--- config.mk ---
export PLATFORM = sky130hd
export DESIGN_NAME = vid_link_config_registers
export DESIGN_NICKNAME = d
export VERILOG_FILES = /design/src/shared/vid_link_cfg_pkg.sv /design/src/hdl/pin_sync.sv /design/src/hdl/vboot_lookup.sv /design/src/hdl/vid_link_config_registers.sv
export VERILOG_INCLUDE_DIRS = /design/src /design/src/shared
export SDC_FILE = /design/constraint.sdc
export NUM_CORES = 1
export LEC_CHECK = 0
export ABC_AREA = 1
export ABC_CLOCK_PERIOD_IN_PS = 4500
export BUFFER_PORTS_ARGS = -buffer_cell sky130_fd_sc_hd__buf_2
export CAP_MARGIN = 5
export CORE_UTILIZATION = 60
export CTS_CLUSTER_SIZE = 30
export DETAILED_ROUTE_END_ITERATION = 16
export PLACE_DENSITY = 0.88
export SLEW_MARGIN = 20
export SYNTH_ARGS = -nofsm -noshare
export SYNTH_HDL_FRONTEND = slang
export SYNTH_SLANG_ARGS = --single-unit
--- constraint.sdc ---
create_clock -name core_clk -period 4.5 [get_ports core_clk]
set_input_delay 0.9 -clock core_clk [delete_from_list [all_inputs] [get_ports core_clk]]
set_output_delay 0.9 -clock core_clk [all_outputs]
set_load 0.03 [all_outputs]
--- src/shared/vid_link_cfg_defines.svh ---
// Offsets, field positions, reset values and codes of the link config block
`ifndef VID_LINK_CFG_DEFINES_SVH
`define VID_LINK_CFG_DEFINES_SVH

// ------------------------------------------------------------
// Serial bus addressing
// ------------------------------------------------------------
`define I2C_DEV_ADDR 7'h71
`define THERM_LIMIT_OFFSET 8'hC1
`define LINK_CFG_OFFSET 8'hC2

// ------------------------------------------------------------
// Field positions
// ------------------------------------------------------------
`define THERM_CODE_MSB 2
`define THERM_CODE_LSB 0
`define PROTO_MSB 7
`define PROTO_LSB 6
`define VBOOT_MSB 5
`define VBOOT_LSB 2
`define BCAST_MSB 1
`define BCAST_LSB 0

// ------------------------------------------------------------
// Reset values (stand-in for non-volatile defaults)
// ------------------------------------------------------------
`define THERM_CODE_RESET 3'h0
`define PROTO_RESET 2'h1
`define VBOOT_RESET 4'h0
`define BCAST_RESET 2'h3

// ------------------------------------------------------------
// Protocol identifiers and boot code limits
// ------------------------------------------------------------
`define PROTO_ID_SEL0 8'h04
`define PROTO_ID_SEL1 8'h07
`define PROTO_ID_SEL2 8'h09
`define PROTO_ID_SEL3 8'h0A
`define VBOOT_MAX_5MV_ONLY 4'h6
`define VBOOT_MIN_10MV_ONLY 4'hD

`endif

--- src/shared/vid_link_cfg_pkg.sv ---
// Types and shared helpers of the link config block
package vid_link_cfg_pkg;

  typedef enum logic [8:0] {
    ST_IDLE      = 9'h001,
    ST_ADDR      = 9'h002,
    ST_ADDR_ACK  = 9'h004,
    ST_CMD       = 9'h008,
    ST_CMD_ACK   = 9'h010,
    ST_WDATA     = 9'h020,
    ST_WDATA_ACK = 9'h040,
    ST_RDATA     = 9'h080,
    ST_RDATA_ACK = 9'h100
  } i2c_state_t;

  // Selections 01b and 10b use the fine 5 mV step
  function automatic logic step_is_5mv(input logic [1:0] sel);
    step_is_5mv = (sel == 2'h1) || (sel == 2'h2);
  endfunction : step_is_5mv

endpackage : vid_link_cfg_pkg

--- src/hdl/pin_sync.sv ---
// Two flip-flop synchroniser for one asynchronous pin
`timescale 1ns/1ps
`default_nettype none

module pin_sync #(
  parameter logic RESET_VAL = 1'b1
) (
  input wire logic core_clk,
  input wire logic rst_n,
  input wire logic ce,
  input wire logic d,
  output logic q
);

  logic meta;

  always_ff @(posedge core_clk or negedge rst_n) begin
    if (!rst_n) begin
      meta <= RESET_VAL;
      q <= RESET_VAL;
    end else if (ce) begin
      meta <= d;
      q <= meta;
    end
  end

endmodule : pin_sync

`default_nettype wire

--- src/hdl/vboot_lookup.sv ---
// Boot voltage code to voltage-ID code table and protocol consistency check
`timescale 1ns/1ps
`default_nettype none
`include "vid_link_cfg_defines.svh"

module vboot_lookup
  import vid_link_cfg_pkg::*;
(
  input wire logic [1:0] proto_sel,
  input wire logic [3:0] vboot_code,
  output logic [7:0] vid_code,
  output logic allowed
);

  // ------------------------------------------------------------
  // Code table
  // ------------------------------------------------------------
  always_comb begin
    unique case (vboot_code)
      4'h0: vid_code = 8'h00;
      4'h1: vid_code = 8'h65;
      4'h2: vid_code = 8'h6F;
      4'h3: vid_code = 8'h79;
      4'h4: vid_code = 8'h83;
      4'h5: vid_code = 8'h8D;
      4'h6: vid_code = 8'h97;
      4'h7: vid_code = 8'hA1;
      4'h8: vid_code = 8'hAB;
      4'h9: vid_code = 8'hAF;
      4'hA: vid_code = 8'hC9;
      4'hB: vid_code = 8'hDD;
      4'hC: vid_code = 8'hFB;
      4'hD: vid_code = 8'h6F;
      4'hE: vid_code = 8'h79;
      4'hF: vid_code = 8'h83;
    endcase
  end

  // ------------------------------------------------------------
  // Consistency check
  // ------------------------------------------------------------
  // The high codes reuse low VID values, so they only make sense at 10 mV
  always_comb begin
    if (vboot_code <= `VBOOT_MAX_5MV_ONLY) begin
      allowed = step_is_5mv(proto_sel);
    end else if (vboot_code >= `VBOOT_MIN_10MV_ONLY) begin
      allowed = !step_is_5mv(proto_sel);
    end else begin
      allowed = 1'b1;
    end
  end

endmodule : vboot_lookup

`default_nettype wire

--- src/hdl/vid_link_config_registers.sv ---
// Voltage-ID link configuration registers behind an I2C byte slave
`timescale 1ns/1ps
`default_nettype none
`include "vid_link_cfg_defines.svh"

module vid_link_config_registers
  import vid_link_cfg_pkg::*;
(
  input wire logic core_clk,
  input wire logic arst_n,
  input wire logic ce,
  input wire logic scl_in,
  input wire logic sda_in,
  output logic sda_out,
  output logic sda_oe,
  input wire logic conv_enable,
  input wire logic [1:0] vout_ctrl_src,
  output logic [2:0] thermal_limit_code,
  output logic [7:0] thermal_limit_deg,
  output logic [7:0] vid_thermal_mirror,
  output logic [1:0] link_protocol_select,
  output logic [7:0] vid_link_ident,
  output logic vout_step_5mv,
  output logic [7:0] vid_boot_code,
  output logic [7:0] startup_target_vid,
  output logic startup_from_vid,
  output logic [1:0] broadcast_active,
  output logic answer_bcast_0e,
  output logic answer_bcast_0f,
  output logic config_pending
);

  // ------------------------------------------------------------
  // Reset release and pin synchronisers
  // ------------------------------------------------------------
  logic rst_meta;
  logic rst_n;
  logic scl_s;
  logic sda_s;
  logic scl_q;
  logic sda_q;

  always_ff @(posedge core_clk or negedge arst_n) begin
    if (!arst_n) begin
      rst_meta <= 1'b0;
      rst_n <= 1'b0;
    end else begin
      rst_meta <= 1'b1;
      rst_n <= rst_meta;
    end
  end

  pin_sync #(.RESET_VAL(1'b1)) u_scl_sync (
    .core_clk(core_clk),
    .rst_n(rst_n),
    .ce(ce),
    .d(scl_in),
    .q(scl_s)
  );

  pin_sync #(.RESET_VAL(1'b1)) u_sda_sync (
    .core_clk(core_clk),
    .rst_n(rst_n),
    .ce(ce),
    .d(sda_in),
    .q(sda_s)
  );

  always_ff @(posedge core_clk or negedge rst_n) begin
    if (!rst_n) begin
      scl_q <= 1'b1;
      sda_q <= 1'b1;
    end else if (ce) begin
      scl_q <= scl_s;
      sda_q <= sda_s;
    end
  end

  logic scl_rise;
  logic scl_fall;
  logic bus_start;
  logic bus_stop;
  assign scl_rise = scl_s && !scl_q;
  assign scl_fall = !scl_s && scl_q;
  assign bus_start = scl_s && scl_q && sda_q && !sda_s;
  assign bus_stop = scl_s && scl_q && !sda_q && sda_s;

  // ------------------------------------------------------------
  // Helpers
  // ------------------------------------------------------------
  function automatic logic [7:0] proto_ident(input logic [1:0] sel);
    unique case (sel)
      2'h0: proto_ident = `PROTO_ID_SEL0;
      2'h1: proto_ident = `PROTO_ID_SEL1;
      2'h2: proto_ident = `PROTO_ID_SEL2;
      2'h3: proto_ident = `PROTO_ID_SEL3;
    endcase
  endfunction : proto_ident

  function automatic logic [7:0] therm_degrees(input logic [2:0] code);
    unique case (code)
      3'h0: therm_degrees = 8'h5F;
      3'h1: therm_degrees = 8'h64;
      3'h2: therm_degrees = 8'h69;
      3'h3: therm_degrees = 8'h6E;
      3'h4: therm_degrees = 8'h73;
      3'h5: therm_degrees = 8'h78;
      3'h6: therm_degrees = 8'h7D;
      3'h7: therm_degrees = 8'h82;
    endcase
  endfunction : therm_degrees

  function automatic logic cmd_mapped(input logic [7:0] c);
    cmd_mapped = (c == `THERM_LIMIT_OFFSET) || (c == `LINK_CFG_OFFSET);
  endfunction : cmd_mapped

  // ------------------------------------------------------------
  // Byte transaction engine
  // ------------------------------------------------------------
  i2c_state_t state;
  i2c_state_t next_state;
  logic [2:0] bit_cnt;
  logic [2:0] next_bit_cnt;
  logic [7:0] shreg;
  logic [7:0] next_shreg;
  logic [7:0] cmd;
  logic [7:0] next_cmd;
  logic cmd_ok;
  logic next_cmd_ok;
  logic is_read;
  logic next_is_read;
  logic ack_ok;
  logic next_ack_ok;
  logic ack_on;
  logic next_ack_on;
  logic next_sda_oe;
  logic wr_commit;
  logic [7:0] byte_in;
  logic [7:0] rd_byte;
  logic chk_allowed;

  logic [2:0] therm;
  logic [1:0] cfg_proto;
  logic [3:0] cfg_vboot;
  logic [1:0] cfg_bcast;

  assign byte_in = {shreg[6:0], sda_s};

  vboot_lookup u_write_check (
    .proto_sel(byte_in[`PROTO_MSB:`PROTO_LSB]),
    .vboot_code(byte_in[`VBOOT_MSB:`VBOOT_LSB]),
    .vid_code(),
    .allowed(chk_allowed)
  );

  always_comb begin
    if (cmd == `THERM_LIMIT_OFFSET) begin
      rd_byte = {5'h00, therm};
    end else begin
      rd_byte = {cfg_proto, cfg_vboot, cfg_bcast};
    end
  end

  always_comb begin
    next_state = state;
    next_bit_cnt = bit_cnt;
    next_shreg = shreg;
    next_cmd = cmd;
    next_cmd_ok = cmd_ok;
    next_is_read = is_read;
    next_ack_ok = ack_ok;
    next_ack_on = ack_on;
    next_sda_oe = sda_oe;
    wr_commit = 1'b0;
    if (bus_start) begin
      next_state = ST_ADDR;
      next_bit_cnt = 3'h0;
      next_sda_oe = 1'b0;
      next_ack_on = 1'b0;
    end else if (bus_stop) begin
      next_state = ST_IDLE;
      next_sda_oe = 1'b0;
      next_cmd_ok = 1'b0;
    end else begin
      unique case (state)
        ST_IDLE: begin
          next_sda_oe = 1'b0;
        end
        ST_ADDR: if (scl_rise) begin
          next_shreg = byte_in;
          next_bit_cnt = bit_cnt + 3'h1;
          if (bit_cnt == 3'h7) begin
            // A read is only answered after a command byte was taken
            if (byte_in[7:1] == `I2C_DEV_ADDR && (!byte_in[0] || cmd_ok)) begin
              next_state = ST_ADDR_ACK;
              next_is_read = byte_in[0];
            end else begin
              next_state = ST_IDLE;
            end
          end
        end
        ST_ADDR_ACK: if (scl_fall) begin
          if (!ack_on) begin
            next_sda_oe = 1'b1;
            next_ack_on = 1'b1;
          end else begin
            next_ack_on = 1'b0;
            next_bit_cnt = 3'h0;
            if (is_read) begin
              next_state = ST_RDATA;
              next_shreg = rd_byte;
              next_sda_oe = !rd_byte[7];
            end else begin
              next_state = ST_CMD;
              next_sda_oe = 1'b0;
            end
          end
        end
        ST_CMD: if (scl_rise) begin
          next_shreg = byte_in;
          next_bit_cnt = bit_cnt + 3'h1;
          if (bit_cnt == 3'h7) begin
            next_cmd = byte_in;
            next_ack_ok = cmd_mapped(byte_in);
            next_state = ST_CMD_ACK;
          end
        end
        ST_CMD_ACK: if (scl_fall) begin
          if (!ack_on) begin
            next_sda_oe = ack_ok;
            next_ack_on = 1'b1;
          end else begin
            next_ack_on = 1'b0;
            next_sda_oe = 1'b0;
            next_bit_cnt = 3'h0;
            next_cmd_ok = ack_ok;
            next_state = ack_ok ? ST_WDATA : ST_IDLE;
          end
        end
        ST_WDATA: if (scl_rise) begin
          next_shreg = byte_in;
          next_bit_cnt = bit_cnt + 3'h1;
          if (bit_cnt == 3'h7) begin
            if (cmd == `LINK_CFG_OFFSET) begin
              next_ack_ok = chk_allowed;
            end else begin
              next_ack_ok = 1'b1;
            end
            next_state = ST_WDATA_ACK;
          end
        end
        ST_WDATA_ACK: if (scl_fall) begin
          if (!ack_on) begin
            next_sda_oe = ack_ok;
            next_ack_on = 1'b1;
            wr_commit = ack_ok;
          end else begin
            // Single byte only: further data is left unanswered
            next_ack_on = 1'b0;
            next_sda_oe = 1'b0;
            next_state = ST_IDLE;
          end
        end
        ST_RDATA: if (scl_fall) begin
          if (bit_cnt == 3'h7) begin
            next_sda_oe = 1'b0;
            next_state = ST_RDATA_ACK;
          end else begin
            next_shreg = {shreg[6:0], 1'b0};
            next_sda_oe = !shreg[6];
            next_bit_cnt = bit_cnt + 3'h1;
          end
        end
        ST_RDATA_ACK: if (scl_rise) begin
          next_state = ST_IDLE;
        end
        default: begin
          next_state = ST_IDLE;
          next_sda_oe = 1'b0;
        end
      endcase
    end
  end

  always_ff @(posedge core_clk or negedge rst_n) begin
    if (!rst_n) begin
      state <= ST_IDLE;
      bit_cnt <= 3'h0;
      shreg <= 8'h00;
      cmd <= 8'h00;
      cmd_ok <= 1'b0;
      is_read <= 1'b0;
      ack_ok <= 1'b0;
      ack_on <= 1'b0;
      sda_oe <= 1'b0;
      sda_out <= 1'b0;
    end else if (ce) begin
      state <= next_state;
      bit_cnt <= next_bit_cnt;
      shreg <= next_shreg;
      cmd <= next_cmd;
      cmd_ok <= next_cmd_ok;
      is_read <= next_is_read;
      ack_ok <= next_ack_ok;
      ack_on <= next_ack_on;
      sda_oe <= next_sda_oe;
      sda_out <= 1'b0;
    end
  end

  // ------------------------------------------------------------
  // Registers and voltage-ID mirrors
  // ------------------------------------------------------------
  logic [2:0] next_therm;
  logic [1:0] next_cfg_proto;
  logic [3:0] next_cfg_vboot;
  logic [1:0] next_cfg_bcast;
  logic [1:0] next_eff_proto;
  logic [1:0] next_eff_bcast;
  logic [7:0] mirror_vid;

  vboot_lookup u_mirror (
    .proto_sel(next_eff_proto),
    .vboot_code(next_cfg_vboot),
    .vid_code(mirror_vid),
    .allowed()
  );

  always_comb begin
    next_therm = therm;
    next_cfg_proto = cfg_proto;
    next_cfg_vboot = cfg_vboot;
    next_cfg_bcast = cfg_bcast;
    if (wr_commit && cmd == `THERM_LIMIT_OFFSET) begin
      next_therm = shreg[`THERM_CODE_MSB:`THERM_CODE_LSB];
    end
    if (wr_commit && cmd == `LINK_CFG_OFFSET) begin
      next_cfg_proto = shreg[`PROTO_MSB:`PROTO_LSB];
      next_cfg_vboot = shreg[`VBOOT_MSB:`VBOOT_LSB];
      next_cfg_bcast = shreg[`BCAST_MSB:`BCAST_LSB];
    end
    // Live selections are frozen while the converter runs
    if (conv_enable) begin
      next_eff_proto = link_protocol_select;
      next_eff_bcast = broadcast_active;
    end else begin
      next_eff_proto = next_cfg_proto;
      next_eff_bcast = next_cfg_bcast;
    end
  end

  always_ff @(posedge core_clk or negedge rst_n) begin
    if (!rst_n) begin
      therm <= `THERM_CODE_RESET;
      cfg_proto <= `PROTO_RESET;
      cfg_vboot <= `VBOOT_RESET;
      cfg_bcast <= `BCAST_RESET;
      thermal_limit_code <= `THERM_CODE_RESET;
      thermal_limit_deg <= 8'h5F;
      vid_thermal_mirror <= 8'h00;
      link_protocol_select <= `PROTO_RESET;
      vid_link_ident <= `PROTO_ID_SEL1;
      vout_step_5mv <= 1'b1;
      vid_boot_code <= 8'h00;
      startup_target_vid <= 8'h00;
      startup_from_vid <= 1'b0;
      broadcast_active <= `BCAST_RESET;
      answer_bcast_0e <= 1'b1;
      answer_bcast_0f <= 1'b1;
      config_pending <= 1'b0;
    end else if (ce) begin
      therm <= next_therm;
      cfg_proto <= next_cfg_proto;
      cfg_vboot <= next_cfg_vboot;
      cfg_bcast <= next_cfg_bcast;
      thermal_limit_code <= next_therm;
      thermal_limit_deg <= therm_degrees(next_therm);
      vid_thermal_mirror <= {5'h00, next_therm};
      link_protocol_select <= next_eff_proto;
      vid_link_ident <= proto_ident(next_eff_proto);
      vout_step_5mv <= step_is_5mv(next_eff_proto);
      vid_boot_code <= mirror_vid;
      if (vout_ctrl_src == 2'h0 || vout_ctrl_src == 2'h1) begin
        startup_target_vid <= mirror_vid;
        startup_from_vid <= 1'b1;
      end else begin
        startup_target_vid <= 8'h00;
        startup_from_vid <= 1'b0;
      end
      broadcast_active <= next_eff_bcast;
      answer_bcast_0e <= next_eff_bcast[1];
      answer_bcast_0f <= next_eff_bcast[0];
      config_pending <= (next_eff_proto != next_cfg_proto) ||
                        (next_eff_bcast != next_cfg_bcast);
    end
  end

endmodule : vid_link_config_registers

`default_nettype wire

==> impl_metrics.toml, run 1 <==
[clocking]
clock_latency_ps = 360
htreeDepth = 3
clk_pin_slew_worst_paths_ps = 100
post_cts_buffers = 0
cts_root_buf = "clkbuf_8"
cts_sinks = 86
cts_hold_buf = 0
post_cts_resize_count = 0
cts_tree = "built"
numCtsBuffers = 9
clockBufferDepth = 2

[floorplanning]
rows = 33
die_h_um = 96.2
core_area_mm2 = 0.00838
die_w_um = 96.2
initial_utilization_pct = 63.5
io_pins = 62
dieArea_mm2 = 0.00925

[grt]
grt_use_total_pct = 29.9
grt_pass1_wl_mm = 21.3
grt_pass1_vias = 4611
grt_max_degree = 85
grt_antenna_before_repair = 0
grt_overflow_total = 0

[critical_path]
worstPathArrival_ps = 3230
required_ps = 4810
worstSetupPathType = "register to register"
max_stage_delay_ps = 560
crit_top_cell = "nand2_1"
start_kind = "register"
critPathMaxFanout = 9
crit_family = "simple AND/OR/NAND/NOR gates"
worst-path-buf-inv = 4
timing.critical_path.cells = "inv_2 > nor2_2 > inv_2 > nor2_4 > nand2_1 > nor2_1 > inv_1 > o21ai_0 > inv_1 > ha_1 > or2_2 > nand2_1 > nand2_1 > nand2_1"
worstSetupEndpointType = "register"
crit_slowest_cell = "dfstp_2"

[timing]
hold_viol_final = 0
period_share_pct = 65.0
fin_ws_ps = 1570
timing.final.max_slew_violations = 0
finClkSkew_ps = 13.4
relSlewSlack_pct = 55.7
fmax_mhz = 342
worst_pin_slew_ps = 659
period_needed_ps = 2930
fin_setup_tns_ps = 0
finalSetupViolations = 0
grt_setup_unrepaired = "no"

[synth]
synth_cells = 721
yosysUniqueCellTypes = 45
synthesis.area_mm2 = 0.00532
yosys_register_bits = 86
async_flop_share_pct = 100
synth_ff_type = "dfrtp_1"
synth_area_per_cell_um2 = 7.38
yosysWarnings = 0
synth_edf_count = 0
synth_seq_area_share_pct = 40.9

[final_layout]
antenna_cells = 0
fin_cells = 872
final_nets = 790
n_fill_cell = 685
multiInputGateArea_mm2 = 0.00271
final_util_pct = 68.7
regArea_mm2 = 0.00218
layout-drive-gt1-share_pct = 18.3
area_delta_synth_final_pct = 8.18

[route]
first_iter_violations = 473
final_antenna_net_count = 0
routedWlPerCell_um = 14.7
drcViolationCount = 0
vias = 4869
wirelength_mm = 12.8
first_pass_iters = 5
viasPerCell = 5.58

[placement]
place.gp.congestion = 0.930
dp_slack_ps = 1640
port_buffers = 50
dpl.cell_count = 855
hpwl_mm = 9.24

[worst_hold_path]
min_path_type = "register to asynchronous set/reset pin"

[power_and_ir_drop]
total_power_w = 0.00230
power.density_mw_per_mm2 = 399
p_leak_nw = 3.02
irDropWorstVdd_mv = 0.270

[flow_run]
max_cap_viol_count = 0

[outcome]
outcome = "finished clean"
[metal layers]
metal	wire length [um]	vias up	track usage, %
met1	5790	2277	40.3
met4	224	0	9.58
met5	0	-	0
li1	-	2378	-
met2	6100	187	50.1
met3	712	27	3.87
[flip-flops by register name, summed over array words and instances, names as in the netlist, 3 cells and up]
| signal | count |
|---|---|
| vid_link_ident | 3 |
| state | 9 |
| cfg_vboot | 4 |
| cmd | 8 |
| vid_boot_code | 8 |
| thermal_limit_deg | 8 |
| shreg | 8 |
| startup_target_vid | 8 |
| therm | 3 |
| bit_cnt | 3 |
[where the power goes]
part / leakage [nW] / switching [W] / total [W] / internal (W)
clock network: 0.0846 / 0.000299 / 0.000504 / 0.000205
logic: 1.88 / 0.000558 / 0.000774 / 0.000216
registers: 1.06 / 0.0000984 / 0.00102 / 0.000919
total: 3.02 / 0.000956 / 0.00230 / 0.00134
[worst paths after layout]
kind | startpoint | to | slack (ps) | cells after the start
worst min register to register | rst_n$_DFF_PN0_ | thermal_limit_deg[7]$_DFFE_PN0P_ | 290 | 0
worst min-delay path | rst_n$_DFF_PN0_ | thermal_limit_deg[7]$_DFFE_PN0P_ | 290 | 0
worst max register to register | scl_q$_DFFE_PN1P_ | thermal_limit_deg[5]$_DFFE_PN0P_ | 1570 | 14
worst max-delay path | scl_q$_DFFE_PN1P_ | thermal_limit_deg[5]$_DFFE_PN0P_ | 1570 | 14
max in group asynchronous | rst_n$_DFF_PN0_ | vid_link_ident[1]$_DFFE_PN1P_ | 3530 | 1
min in group core_clk | rst_meta$_DFF_PN0_ | rst_n$_DFF_PN0_ | 370 | 0
[synthesized netlist by cell type (8+ instances only)]
library cell	count	area share, %
nand2_1	223	16
nand3_1	74	7.0
nor2_1	69	4.9
dfrtp_1	64	30
inv_1	57	4.0
o21ai_0	43	4.0
dfstp_2	22	11
ha_1	20	4.7
a21oi_1	18	1.7
buf_4	18	2.5
nand4_1	13	1.5
inv_2	10	0.71
clkbuf_1	9	0.63
nor3_1	9	0.85
o21ai_1	9	0.85
nor2_4	8	1.7
[kinds of logic after synthesis]
group	count (synthesis)	share of synthesized area, %
and+or+nand+nor	426	36.6
DFF	86	40.9
buffers and inverters	103	8.82
AOI/OAI and AO/OA	84	8.75
adders and majority gates	20	4.70
other	2	0.141
[cell type report]
class / instances / area share (%)
clock buffer: 10 / 2.22
clock inverter: 6 / 0.782
inverter: 71 / 4.69
multi-input combinational: 541 / 47.0
sequential: 86 / 37.9
tap: 105 / 2.28
timing repair buffer: 53 / 5.08
[layout by cell type (no fill, tap or decap), drive strengths merged]
cell,count
o21ai,53
o31ai,1
o21bai,1
a21boi,1
nand4,15
conb,11
o21a,3
dfstp,22
clkinvlp,2
nand2,231
a21oi,19
nor2,84
dfrtp,64
inv,70
o211ai,1
buf,53
nor3,10
nand3b,1
a31oi,3
or2,4
a41oi,1
ha,20
clkinv,5
and3,1
clkbuf,10
nand3,80
a32o,1
[stage by stage]
stage                     instance area, um2  hold slack (ps)
after floorplan                         5360              331
after global placement                  5560              341
after detailed placement                5560              354
after CTS                               5730              297
after global routing                    5760              297
final                                   5760              294
(Power assumes the default switching activity.)
==> run 2, diff against run 1 <==
- ABC_AREA: 1 -> 0
- ABC_CLOCK_PERIOD_IN_PS: 4500 -> 3050
- CORE_UTILIZATION: 60 -> 59
- PLACE_DENSITY: 0.88 -> 0.87
- clock period: 4.5 -> 3.05 ns (I/O delays scaled with it)
==> run 2 against run 1 <==
Sequential share of layout area fell by 0.69 points. Setup slack worse by 1500 ps. Design area increased by 1.8%. Fmax is 2.4% lower. Clock skew about the same. Area after synthesis is 3.8% lower. Register-to-register slack got worse by 1500 ps. Count of clock-buffer cells in the layout down 1. Clock power up 100%. Critical endpoint is now vid_boot_code[7]$_DFFE_PN0P_. Largest cell class unchanged.
==> impl_metrics.toml, run 2 <==
[synth]
synthesis.area_mm2 = 0.00512
yosys_register_bits = 86
yosys-top-cells-area = "dfrtp_1 (31%), dfstp_2 (11%), mux2_2 (6.4%)"
yosysTopAreaCellShare_pct = 31.3
synth_edf_count = 0
yosysWarnings = 0
async_flop_share_pct = 100
synth_cells = 525
synth_area_per_cell_um2 = 9.75
synth.top_cells.by_count = "dfrtp_1 (64), nand2_1 (41), nor2_1 (36)"
synth_seq_area_share_pct = 42.6
yosysUniqueCellTypes = 69
synth_most_common_cell = "dfrtp_1"
synth_ff_type = "dfrtp_1"
yosys.area.top_type = "dfrtp_1"

[route]
routedWlPerCell_um = 18.5
first_pass_iters = 5
drcViolationCount = 0
first_iter_violations = 391
vias = 4316
wirelength_mm = 12.6
final_antenna_net_count = 0
viasPerCell = 6.33

[timing]
finClkSkew_ps = 13.5
timing.final.max_slew_violations = 0
relSlewSlack_pct = 60.8
period_share_pct = 98.3
fmax_mhz = 333
period_needed_ps = 3000
worst_pin_slew_ps = 582
finalSetupViolations = 0
grt_setup_unrepaired = "yes"
hold_viol_final = 0

[placement]
port_buffers = 50
hpwl_mm = 8.45
place.gp.congestion = 0.930
dpl.cell_count = 661

[clocking]
cts_tree = "built"
cts_sinks = 86
clk_pin_slew_worst_paths_ps = 90
cts_root_buf = "clkbuf_8"
cts_hold_buf = 0
numCtsBuffers = 9
clockBufferDepth = 2
htreeDepth = 3
clock_latency_ps = 370

[final_layout]
layout-drive-gt1-share_pct = 31.0
regMostFlops = "state"
antenna_cells = 0
final_common_cell = "dfrtp_1"
fin_cells = 682
area_delta_synth_final_pct = 14.6
final_cell_mix = "dfrtp_1 (63), buf_2 (50), nand2_1 (41)"
final_nets = 600
largest_register_ffs = 9

[critical_path]
timing.critical_path.cells = "or4_4 > or2_4 > or4_4 > nor2_4 > a21oi_4 > buf_4 > ha_1 > inv_2 > a21oi_2 > mux2_2"
crit_slowest_cell = "or4_4"
critPathLaunch = "cmd[3]$_DFFE_PN0P_"
required_ps = 3310
r2r_cells = 10
worstSetupPathType = "register to register"
r2r-start = "cmd[3]$_DFFE_PN0P_"
worstPathArrival_ps = 3250
crit_family = "simple AND/OR/NAND/NOR gates"
reg2reg_slack_ps = 50
max_stage_delay_ps = 660
critPathMaxFanout = 8
reg2reg_to = "vid_boot_code[7]$_DFFE_PN0P_"
worst-path-buf-inv = 2
crit_top_cell = "or4_4"
worstSetupEndpointType = "register"
start_kind = "register"

[grt]
grt_pass1_wl_mm = 20.6
grt_overflow_total = 0
grt_max_degree = 85
grt_antenna_before_repair = 0
grt_pass1_vias = 4224
grt_use_total_pct = 29.5

[floorplanning]
initial_utilization_pct = 61.7
dieArea_mm2 = 0.00905
core_area_mm2 = 0.00830
io_pins = 62
rows = 33
die_h_um = 95.1
die_w_um = 95.1

[flow_run]
max_cap_viol_count = 0

[power_and_ir_drop]
power.density_mw_per_mm2 = 573
p_leak_nw = 2.72
irDropWorstVdd_mv = 0.447
total_power_w = 0.00336

[outcome]
outcome = "finished clean"

[worst_hold_path]
min_path_type = "primary input to asynchronous set/reset pin"
==> run 2: cell families (layout without fill, tap and decap cells) <==
kind of cell | Yosys count | after routing | share of synthesized area [%]
compound gates | 126 | 126 | 16.4
xor+xnor | 9 | 9 | 1.54
fa+ha+maj | 20 | 20 | 4.89
buf+inv | 77 | 120 | 7.06
flops | 86 | 86 | 42.6
mux | 51 | 51 | 11.0
other cells | 2 | 11 | 0.147
simple gates | 154 | 154 | 16.3
==> run 2: metal layers <==
layer | global-route usage (%) | routed length, um | up-vias
li1 | - | - | 1953
met1 | 41.4 | 5260 | 2130
met2 | 45.1 | 6200 | 204
met3 | 5.90 | 876 | 29
met4 | 11.1 | 250 | 0
met5 | 0 | 0 | -
==> run 2: worst max-delay path by stage <==
stage / cells after the start / slack [ps] / endpoint
5_1_grt: 8 / -50 / startup_target_vid[5]$_DFFE_PN0P_
4_1_cts: 9 / 2 / vid_boot_code[3]$_DFFE_PN0P_
2_1_floorplan: 11 / 10 / startup_target_vid[3]$_DFFE_PN0P_
6_report: 10 / 50 / vid_boot_code[7]$_DFFE_PN0P_
3_3_place_gp: 9 / 80 / startup_target_vid[3]$_DFFE_PN0P_
3_5_place_dp: 8 / -70 / vid_link_ident[3]$_DFFE_PN0P_
==> run 2: worst register-to-register path, stage by stage, from the launching register on <==
cell and delay [ps]:
dfrtp_1 390, or4_4 550, or2_4 250, or4_4 660, nor2_4 170, a21oi_4 60
buf_4 150, ha_1 290, inv_2 70, a21oi_2 60, mux2_2 270
==> run 2: layout make-up <==
| class | count | area (um2) |
|---|---|---|
| clock buffer | 9 | 124 |
| clock inverter | 7 | 128 |
| fill | 575 | 2430 |
| inverter | 26 | 97.6 |
| multi-input combinational | 371 | 2720 |
| sequential | 86 | 2180 |
| tap | 105 | 131 |
| timing repair buffer | 78 | 480 |
==> run 2: power breakdown <==
group | internal [W] | switching [W]
Combinational | 0.000315 | 0.000559
Clock | 0.000559 | 0.000452
Sequential | 0.00130 | 0.000177
Total | 0.00217 | 0.00119
==> run 2: through the flow <==
stage / TNS (ps) / hold WS (ps) / util [%] / instance area [um2] / setup slack, ps
5_1_grt: -143 / 6.22 / 70.7 / 5860 / -50.7
3_5_place_dp: -103 / 338 / 66.1 / 5480 / -74.3
3_3_place_gp: 0 / 340 / 66.1 / 5480 / 81.7
2_1_floorplan: 0 / 314 / - / 5190 / 14.0
4_1_cts: 0 / 9.23 / 69.2 / 5740 / 1.99
6_report: 0 / 12.4 / 70.7 / 5860 / 51.1
==> run 2: what timing repair did <==
item,CTS,global route
pin swaps,1,5
gates resized for setup,1,16
endpoints found under the hold margin,0,0
buffers inserted,0,4
endpoints found under the setup margin,3,16
